--- src/interp_coarse_mixer_params.svh ---
// constants for the coarse-mixing interpolation datapath
// Operation
// - coarse shift happens inside half-band stages
// - offsets only multiples of input rate
// - each mode equals complex carrier multiply
// - half-rate mode: per-channel sign alternation only
// - other modes cross-couple I and Q; MIX_NONE passes them unchanged
// - quarter and three-quarter sequences as listed
// - eighth-rate eight-phase sequence, r is sqrt2/2
// - tuning word is fc/fnco times 2^32
// - bus line rate limits per bus width
// - complex bandwidth twice real bandwidth
// - 8x modes 2,2,1 centre at data rate
// - 4x modes 1,1,bypass centre at half rate
// - tuning word applies on update bit rising
// - stage modes held in registers 0x1c-0x1e
`ifndef INTERP_COARSE_MIXER_PARAMS_SVH
`define INTERP_COARSE_MIXER_PARAMS_SVH
`define REG_HB_FIRST 8'h1c
`define REG_HB_SECOND 8'h1d
`define REG_HB_THIRD 8'h1e
`define REG_CTRL 8'h1f
`define REG_TW0 8'h30
`define REG_TW1 8'h31
`define REG_TW2 8'h32
`define REG_TW3 8'h33
`define REG_TW_UPD 8'h36
`define REG_STATUS 8'h40
`define REG_ACT_TW0 8'h41
`define CTRL_PREMOD_BIT 0
`define CTRL_BYP2_BIT 1
`define CTRL_BYP3_BIT 2
`define RESET_BYTE 8'h00
// r = sqrt(2)/2 in q1.15
`define R_COEF 18'sh05a82
`define R_SHIFT 15
`define FIFO_DEPTH 8
`endif

--- src/interp_coarse_mixer_pkg.sv ---
// types for the coarse-mixing interpolation datapath
package interp_coarse_mixer_pkg;
    typedef enum logic [2:0] {
        MIX_NONE = 3'h0,
        MIX_HALF = 3'h1,
        MIX_QUARTER = 3'h2,
        MIX_THREE_Q = 3'h3,
        MIX_EIGHTH = 3'h4
    } mix_t;
endpackage : interp_coarse_mixer_pkg

--- src/interp_coarse_mixer.sv ---
// fifo, coarse mixer datapath and register port
//
// Local design decisions: the address map and the address-and-strobe port.
`timescale 1ns/1ps
`include "interp_coarse_mixer_params.svh"

module sample_fifo #(
    parameter int WIDTH = 32,
    parameter int DEPTH = 8
) (
    // clock and reset
    input wire logic clock_in,
    input wire logic sys_rst_in,
    // fill side
    input wire logic in_valid_in,
    output logic in_ready_out,
    input wire logic [WIDTH-1:0] in_data_in,
    // drain side
    output logic out_valid_out,
    input wire logic out_ready_in,
    output logic [WIDTH-1:0] out_data_out
);
    localparam int AW = $clog2(DEPTH);
    logic [WIDTH-1:0] mem_r [DEPTH];
    logic [AW-1:0] wp_r;
    logic [AW-1:0] rp_r;
    logic [AW:0] cnt_r;
    logic push;
    logic pop;

    // refuse depths the wrapping pointers cannot serve
    if (DEPTH < 2 || (1 << AW) != DEPTH)
    begin : g_bad_depth
        $error("fifo depth must be a power of two");
    end

    assign in_ready_out = (cnt_r != DEPTH[AW:0]);
    assign out_valid_out = (cnt_r != '0);
    assign out_data_out = mem_r[rp_r];
    assign push = in_valid_in && in_ready_out;
    assign pop = out_valid_out && out_ready_in;

    always_ff @(posedge clock_in)
    begin
        if (push)
            mem_r[wp_r] <= in_data_in;
    end

    always_ff @(posedge clock_in)
    begin
        if (sys_rst_in)
        begin
            wp_r <= '0;
            rp_r <= '0;
            cnt_r <= '0;
        end
        else
        begin
            if (push)
                wp_r <= wp_r + 1'b1;
            if (pop)
                rp_r <= rp_r + 1'b1;
            if (push && !pop)
                cnt_r <= cnt_r + 1'b1;
            else if (pop && !push)
                cnt_r <= cnt_r - 1'b1;
        end
    end
endmodule : sample_fifo

module interp_coarse_mixer #(
    parameter int SAMPLE_W = 16
) (
    // clock and reset
    input wire logic clock_in,
    input wire logic sys_rst_in,
    // register port
    input wire logic [7:0] reg_addr_in,
    input wire logic [7:0] reg_wdata_in,
    input wire logic reg_wr_in,
    input wire logic reg_rd_in,
    output logic [7:0] reg_rdata_out,
    // sample input from host
    input wire logic s_valid_in,
    output logic s_ready_out,
    input wire logic [SAMPLE_W-1:0] s_i_in,
    input wire logic [SAMPLE_W-1:0] s_q_in,
    // mixed sample output
    output logic m_valid_out,
    input wire logic m_ready_in,
    output logic [SAMPLE_W-1:0] m_i_out,
    output logic [SAMPLE_W-1:0] m_q_out,
    // active nco tuning word
    output logic [31:0] tuning_word_out
);
    localparam int W = SAMPLE_W;

    // refuse widths the r product slice cannot serve
    if (W < 4 || W > 24)
    begin : g_bad_width
        $error("sample width out of range");
    end

    logic [1:0] halfband_stage_first_r;
    logic [5:0] halfband_stage_second_r;
    logic [5:0] halfband_stage_third_r;
    logic [7:0] ctrl_r;
    logic [31:0] tw_shadow_r;
    logic upd_r;
    logic [31:0] tw_active_r;
    logic [2:0] phase_r;
    logic [7:0] rdata_nxt;
    interp_coarse_mixer_pkg::mix_t mode;

    // configuration writes; stage modes live at 0x1c-0x1e
    always_ff @(posedge clock_in)
    begin
        if (sys_rst_in)
        begin
            halfband_stage_first_r <= 2'h0;
            halfband_stage_second_r <= 6'h00;
            halfband_stage_third_r <= 6'h00;
            ctrl_r <= `RESET_BYTE;
            tw_shadow_r <= 32'h0000_0000;
            upd_r <= 1'b0;
        end
        else if (reg_wr_in)
        begin
            case (reg_addr_in)
                `REG_HB_FIRST: halfband_stage_first_r <= reg_wdata_in[1:0];
                `REG_HB_SECOND: halfband_stage_second_r <= reg_wdata_in[5:0];
                `REG_HB_THIRD: halfband_stage_third_r <= reg_wdata_in[5:0];
                `REG_CTRL: ctrl_r <= reg_wdata_in;
                `REG_TW0: tw_shadow_r[7:0] <= reg_wdata_in;
                `REG_TW1: tw_shadow_r[15:8] <= reg_wdata_in;
                `REG_TW2: tw_shadow_r[23:16] <= reg_wdata_in;
                `REG_TW3: tw_shadow_r[31:24] <= reg_wdata_in;
                `REG_TW_UPD: upd_r <= reg_wdata_in[0];
                default: ;
            endcase
        end
    end

    // tuning word copied only on 0 to 1 of the update bit
    always_ff @(posedge clock_in)
    begin
        if (sys_rst_in)
            tw_active_r <= 32'h0000_0000;
        else if (reg_wr_in && reg_addr_in == `REG_TW_UPD
                 && reg_wdata_in[0] && !upd_r)
            tw_active_r <= tw_shadow_r;
    end
    assign tuning_word_out = tw_active_r;

    always_comb
    begin
        case (reg_addr_in)
            `REG_HB_FIRST: rdata_nxt = {6'h00, halfband_stage_first_r};
            `REG_HB_SECOND: rdata_nxt = {2'h0, halfband_stage_second_r};
            `REG_HB_THIRD: rdata_nxt = {2'h0, halfband_stage_third_r};
            `REG_CTRL: rdata_nxt = ctrl_r;
            `REG_TW0: rdata_nxt = tw_shadow_r[7:0];
            `REG_TW1: rdata_nxt = tw_shadow_r[15:8];
            `REG_TW2: rdata_nxt = tw_shadow_r[23:16];
            `REG_TW3: rdata_nxt = tw_shadow_r[31:24];
            `REG_TW_UPD: rdata_nxt = {7'h00, upd_r};
            `REG_STATUS: rdata_nxt = {2'h0, mode, phase_r};
            `REG_ACT_TW0: rdata_nxt = tw_active_r[7:0];
            default: rdata_nxt = 8'h00;
        endcase
    end

    always_ff @(posedge clock_in)
    begin
        if (sys_rst_in)
            reg_rdata_out <= 8'h00;
        else if (reg_rd_in)
            reg_rdata_out <= rdata_nxt;
        else
            reg_rdata_out <= 8'h00;
    end

    // mode from stage settings; premod overrides them with the half-rate mode
    // offsets are whole multiples of the data rate
    always_comb
    begin
        if (ctrl_r[`CTRL_PREMOD_BIT])
            mode = interp_coarse_mixer_pkg::MIX_HALF;
        else if (!ctrl_r[`CTRL_BYP3_BIT] && halfband_stage_third_r != 6'h00)
            mode = interp_coarse_mixer_pkg::MIX_EIGHTH;
        else if (!ctrl_r[`CTRL_BYP2_BIT] && halfband_stage_second_r != 6'h00)
            mode = (halfband_stage_second_r[1:0] == 2'h3)
                ? interp_coarse_mixer_pkg::MIX_THREE_Q
                : interp_coarse_mixer_pkg::MIX_QUARTER;
        else if (halfband_stage_first_r != 2'h0)
            mode = interp_coarse_mixer_pkg::MIX_HALF;
        else
            mode = interp_coarse_mixer_pkg::MIX_NONE;
    end

    // sample buffer
    logic f_valid;
    logic f_ready;
    logic [2*W-1:0] f_data;
    sample_fifo #(
        .WIDTH(2 * W),
        .DEPTH(`FIFO_DEPTH)
    ) u_fifo (
        .clock_in(clock_in),
        .sys_rst_in(sys_rst_in),
        .in_valid_in(s_valid_in),
        .in_ready_out(s_ready_out),
        .in_data_in({s_i_in, s_q_in}),
        .out_valid_out(f_valid),
        .out_ready_in(f_ready),
        .out_data_out(f_data)
    );

    logic signed [W-1:0] si;
    logic signed [W-1:0] sq;
    logic signed [W:0] spp;
    logic signed [W:0] sqm;
    logic signed [W+17:0] rp_full;
    logic signed [W+17:0] rm_full;
    logic signed [W-1:0] rpq;
    logic signed [W-1:0] rqm;
    logic signed [W-1:0] mi_nxt;
    logic signed [W-1:0] mq_nxt;
    logic take;

    assign si = f_data[2*W-1:W];
    assign sq = f_data[W-1:0];
    assign spp = {si[W-1], si} + {sq[W-1], sq};
    assign sqm = {sq[W-1], sq} - {si[W-1], si};
    assign rp_full = spp * `R_COEF;
    assign rm_full = sqm * `R_COEF;
    assign rpq = rp_full[`R_SHIFT+W-1:`R_SHIFT];
    assign rqm = rm_full[`R_SHIFT+W-1:`R_SHIFT];
    assign f_ready = !m_valid_out || m_ready_in;
    assign take = f_valid && f_ready;

    // complex carrier multiply as sign and swap, plus r products on odd eighth-rate phases
    always_comb
    begin
        mi_nxt = si;
        mq_nxt = sq;
        case (mode)
            interp_coarse_mixer_pkg::MIX_HALF:
            begin
                mi_nxt = phase_r[0] ? -si : si;
                mq_nxt = phase_r[0] ? -sq : sq;
            end
            interp_coarse_mixer_pkg::MIX_QUARTER:
                case (phase_r[1:0])
                    2'h0: begin mi_nxt = si; mq_nxt = sq; end
                    2'h1: begin mi_nxt = sq; mq_nxt = -si; end
                    2'h2: begin mi_nxt = -si; mq_nxt = -sq; end
                    default: begin mi_nxt = -sq; mq_nxt = si; end
                endcase
            interp_coarse_mixer_pkg::MIX_THREE_Q:
                case (phase_r[1:0])
                    2'h0: begin mi_nxt = si; mq_nxt = sq; end
                    2'h1: begin mi_nxt = -sq; mq_nxt = si; end
                    2'h2: begin mi_nxt = -si; mq_nxt = -sq; end
                    default: begin mi_nxt = sq; mq_nxt = -si; end
                endcase
            interp_coarse_mixer_pkg::MIX_EIGHTH:
                case (phase_r)
                    3'h0: begin mi_nxt = si; mq_nxt = sq; end
                    3'h1: begin mi_nxt = rpq; mq_nxt = rqm; end
                    3'h2: begin mi_nxt = sq; mq_nxt = -si; end
                    3'h3: begin mi_nxt = rqm; mq_nxt = -rpq; end
                    3'h4: begin mi_nxt = -si; mq_nxt = -sq; end
                    3'h5: begin mi_nxt = -rpq; mq_nxt = -rqm; end
                    3'h6: begin mi_nxt = -sq; mq_nxt = si; end
                    default: begin mi_nxt = -rqm; mq_nxt = rpq; end
                endcase
            default: ;
        endcase
    end

    // phase steps once per sample, wraps by counter width
    always_ff @(posedge clock_in)
    begin
        if (sys_rst_in)
            phase_r <= 3'h0;
        else if (take)
            phase_r <= phase_r + 3'h1;
    end

    always_ff @(posedge clock_in)
    begin
        if (sys_rst_in)
        begin
            m_valid_out <= 1'b0;
            m_i_out <= '0;
            m_q_out <= '0;
        end
        else if (f_ready)
        begin
            m_valid_out <= f_valid;
            if (f_valid)
            begin
                m_i_out <= mi_nxt;
                m_q_out <= mq_nxt;
            end
        end
    end
endmodule : interp_coarse_mixer

--- config.mk ---
export PLATFORM = sky130hd
export DESIGN_NAME = interp_coarse_mixer
export DESIGN_NICKNAME = d
export VERILOG_FILES = /design/src/interp_coarse_mixer_pkg.sv /design/src/interp_coarse_mixer.sv
export VERILOG_INCLUDE_DIRS = /design/src
export SDC_FILE = /design/constraint.sdc
export NUM_CORES = 1
export LEC_CHECK = 0
export BUFFER_PORTS_ARGS = -buffer_cell sky130_fd_sc_hd__buf_2
export CORE_ASPECT_RATIO = 0.9
export CORE_MARGIN = 2
export CORE_UTILIZATION = 60
export CTS_BUF_LIST = sky130_fd_sc_hd__clkbuf_4 sky130_fd_sc_hd__clkbuf_8
export DETAILED_ROUTE_END_ITERATION = 7
export PLACE_DENSITY = 0.78
export SLEW_MARGIN = 20
export SYNTH_ARGS = -nofsm -noshare
export SYNTH_HDL_FRONTEND = slang
export SYNTH_SLANG_ARGS = --single-unit
--- constraint.sdc ---
create_clock -name clock_in -period 14.98 [get_ports clock_in]
set_input_delay 0 -clock clock_in [delete_from_list [all_inputs] [get_ports clock_in]]
set_output_delay 0 -clock clock_in [all_outputs]
set_load 0.005 [all_outputs]
==> results.md <==
* Max stage delay cell, worst path: buf_4
* Ys async rst share at 0%
* Final net count at approximately 3,800
* Grt ovf at 0
* # setup viols final at 0
* Worst r2r dst: m_q_out[15]
* Die width at 247 um
* Maxcap violations at 0
* Vias in the first global route at ~27,000
* Largest net degree at the start of global routing at 79
* Arrival time at the worst endpoint at approximately 12 ns
* First-pass GRT wire length at roughly 160 mm
* Vias per inst at between 6 and 7
* Startpoint types: register
* CP Data Required Time at 15.51 ns
* Max frequency at between 0.08 and 0.09 GHz
* GRT Total Usage at between 30 and 40%
* Number of flops mapped to enable cells by yosys at approximately 260
* Slew HR at approximately a quarter
* FF+latch count, synth at 400
* Die H at ~220 um
* RePlAce Congestion at 1.05
* Worst Path Max Fanout at 52
* H-tree depth at 2
* Global routing's busiest layer: met2
* Met3 usage at between 8 and 9%
* Post-route ant nets at 0
* Initial antenna violation count at 0
* Area growth, synth to finish at 10.1%
* Clock tree buffer depth at 3
* M1 GR Usage at about half
* Syn_nets at 3,717
* CP endpoint kind: register
* Final Max Tran Viols at 0
* WS Path Type: reg -> reg
* Worst Hold Depth at 2
* Die area at approximately 55,000 sq um
* Hold path endpoint: u_fifo.mem_r[4][27]
* DRT Wirelength at about 100 mm
* DPL Wire Length at between 70 and 80 mm
* Post-synth top area share at 24.2%
* Share of cells above drive strength 1 at between 10% and 20%
* Cell variety after synth at 97
* Hold_sp: s_i_in[11]
* Yosys warns at 0
* Post-Syn Area at roughly 32,000 sq um
* Outcome: finished clean
* Root buffer cell: clkbuf_8
* Sequential share of the synthesized area at around a third
* R2r worst-path depth at 31
* IO buf count at ~130
* I/O pin total at about 130
* Main flop type after synthesis: edfxtp_1
* Syn_area_per_cell at between 9 and 10 sq um
* Hold Path Class: in -> reg
* Starting Density at between 60% and 70%
* Post_cts resized at 0
* Met2 demand-to-capacity share in global routing at between 50% and 60%
* Gate Count Post-Synth at between 3,000 and 4,000
* Final period utilization at roughly four fifths
* Initial DRT Pass Iterations at 6
* Total core area at between 50,000 and 60,000 sq um
* Drt wl/cell at about 25 um
* Total number of vias at between 20,000 and 30,000
* Skew final at just under 0.06 ns
* Sink Count at 400
* Worst skew pair latency at slightly below 0.7 ns
* Worst Tran Pin Value at 1.12 ns
* Critical path's largest stage delay at ~0.8 ns
* Fillers at 4,074
* Clk pin slew, worst setup/hold paths at about 0.06 ns
* Synth area leader: edfxtp_1
* Worst reg2reg setup slack at ~3.1 ns
* Top cells by area, synth: edfxtp_1 (24%), ha_1 (11%), dfxtp_1 (9.1%)
* Initial drt markers at 3,882
* Unrepaired setup endpoints after global routing: false
* Number of buffers created by CTS at just over 60
* Drt drc at 0
* Total Negative Setup Slacks at 0 ns
* Num rows at 80
* Final Hold Viols at 0
* Fin crit period at around 12 ns
* CTS tree: built
[logic make-up (layout without fill, tap and decap cells)]
group	Yosys count	after routing	synth area share (%)
fa+ha+maj	405	405	18.9
buf+inv	432	581	5.38
xor+xnor	170	170	4.68
compound gates	796	796	16.9
mux	133	133	6.91
simple gates	922	922	13.9
flops	400	400	33.3
other cells	0	1	0
[Yosys cell counts, drive strengths merged, types with 90 or more instances]
library cell and instances:
a21oi 227, clkbuf 157, dfxtp 144, edfxtp 256, fa 127, ha 278
inv 221, nand2 275, nand3 90, nor2 233, nor3 113, o21ai 146
xnor2 128
[cells in the final DEF, fill, tap and decap left out, types with 23 or more instances in the layout]
| cell type | synthesis | layout |
|---|---|---|
| a211oi_1 | 34 | 34 |
| a21o_1 | 23 | 23 |
| a21oi_1 | 227 | 227 |
| a221oi_1 | 50 | 50 |
| a31oi_1 | 29 | 29 |
| and2_1 | 23 | 23 |
| buf_2 | 21 | 126 |
| buf_4 | 2 | 56 |
| clkbuf_8 | 0 | 70 |
| dfxtp_1 | 144 | 140 |
| dlygate4sd3_1 | 0 | 59 |
| edfxtp_1 | 256 | 256 |
| fa_1 | 127 | 127 |
| ha_1 | 278 | 274 |
| inv_1 | 216 | 216 |
| mux2i_1 | 42 | 42 |
| mux4_2 | 64 | 64 |
| nand2_1 | 275 | 275 |
| nand3_1 | 90 | 90 |
| nand4_1 | 27 | 27 |
| nor2_1 | 233 | 230 |
| nor3_1 | 107 | 104 |
| nor4_1 | 27 | 23 |
| o211ai_1 | 42 | 42 |
| o21ai_0 | 137 | 137 |
| xnor2_1 | 128 | 128 |
| xor2_1 | 42 | 42 |
[layer usage]
metal  vias to the layer above  routed length [um]
met5                         -                   0
met4                         0                5470
met3                       374               11900
met2                      1825               46000
met1                     13500               39200
li1                      12300                   -
[worst max-delay path: cells and delay by family, from the launching register on]
| family | cells | cell delay (ns) |
|---|---|---|
| AOI/OAI and AO/OA | 11 | 2.56 |
| adders and majority gates | 8 | 3.20 |
| buffers and inverters | 5 | 1.43 |
| DFF | 1 | 0.78 |
| muxes | 2 | 1.33 |
| and+or+nand+nor | 5 | 2.38 |
[sequential cells by signal, indices dropped and copies added, names as in the netlist, 4 cells and up, named ones only]
name and flops:
u_fifo.mem_r 256, m_q_out 16, halfband_stage_third_r 6, m_i_out 16, tw_shadow_r 32, u_fifo.cnt_r 4, ctrl_r 8, halfband_stage_second_r 6
reg_rdata_out 8, tuning_word_out 32
[metrics by stage]
stage               instances  cell area (sq um)  hold WS [ns]  utilization, %  setup WS, ns
floorplan                3258              31800        0.0989               -          3.65
CTS                      4104              35000        0.0785            66.4          3.24
global route             4104              35000         0.116            66.4          2.26
global placement         3937              33000         0.257            62.6          3.67
finish                   4105              35000         0.125            66.4          3.09
detailed placement       3937              33000         0.274            62.6          3.34
[how the worst max path moves through the flow]
stage,from,endpoint,slack (ns),cells after the start
3_5_place_dp,register,m_q_out[15],3.34,33
6_report,register,m_q_out[15],3.09,31
5_1_grt,register,m_i_out[10],2.26,33
4_1_cts,register,m_q_out[15],3.24,33
3_3_place_gp,register,m_i_out[10],3.67,33
2_1_floorplan,register,m_i_out[14],3.65,37
[area by class of cell]
class                      instances  area [sq um]  area share [%]
inverter                         232           873            2.50
timing repair buffer             241          1640            4.69
sequential                       400         10600            30.2
tap                              697           872            2.49
antenna                            1          2.50         0.00715
clock inverter                    23           332           0.948
multi-input combinational       2426         19600            56.1
clock buffer                      85          1080            3.08
[repair_timing]
item	4_1_cts	5_1_grt
setup buffers	0	0
endpoints found under the hold margin	331	0
hold buffers	59	0
Power is not shown: default switching activity piles up to over one toggle a cycle in this logic, so the estimate is an artifact.
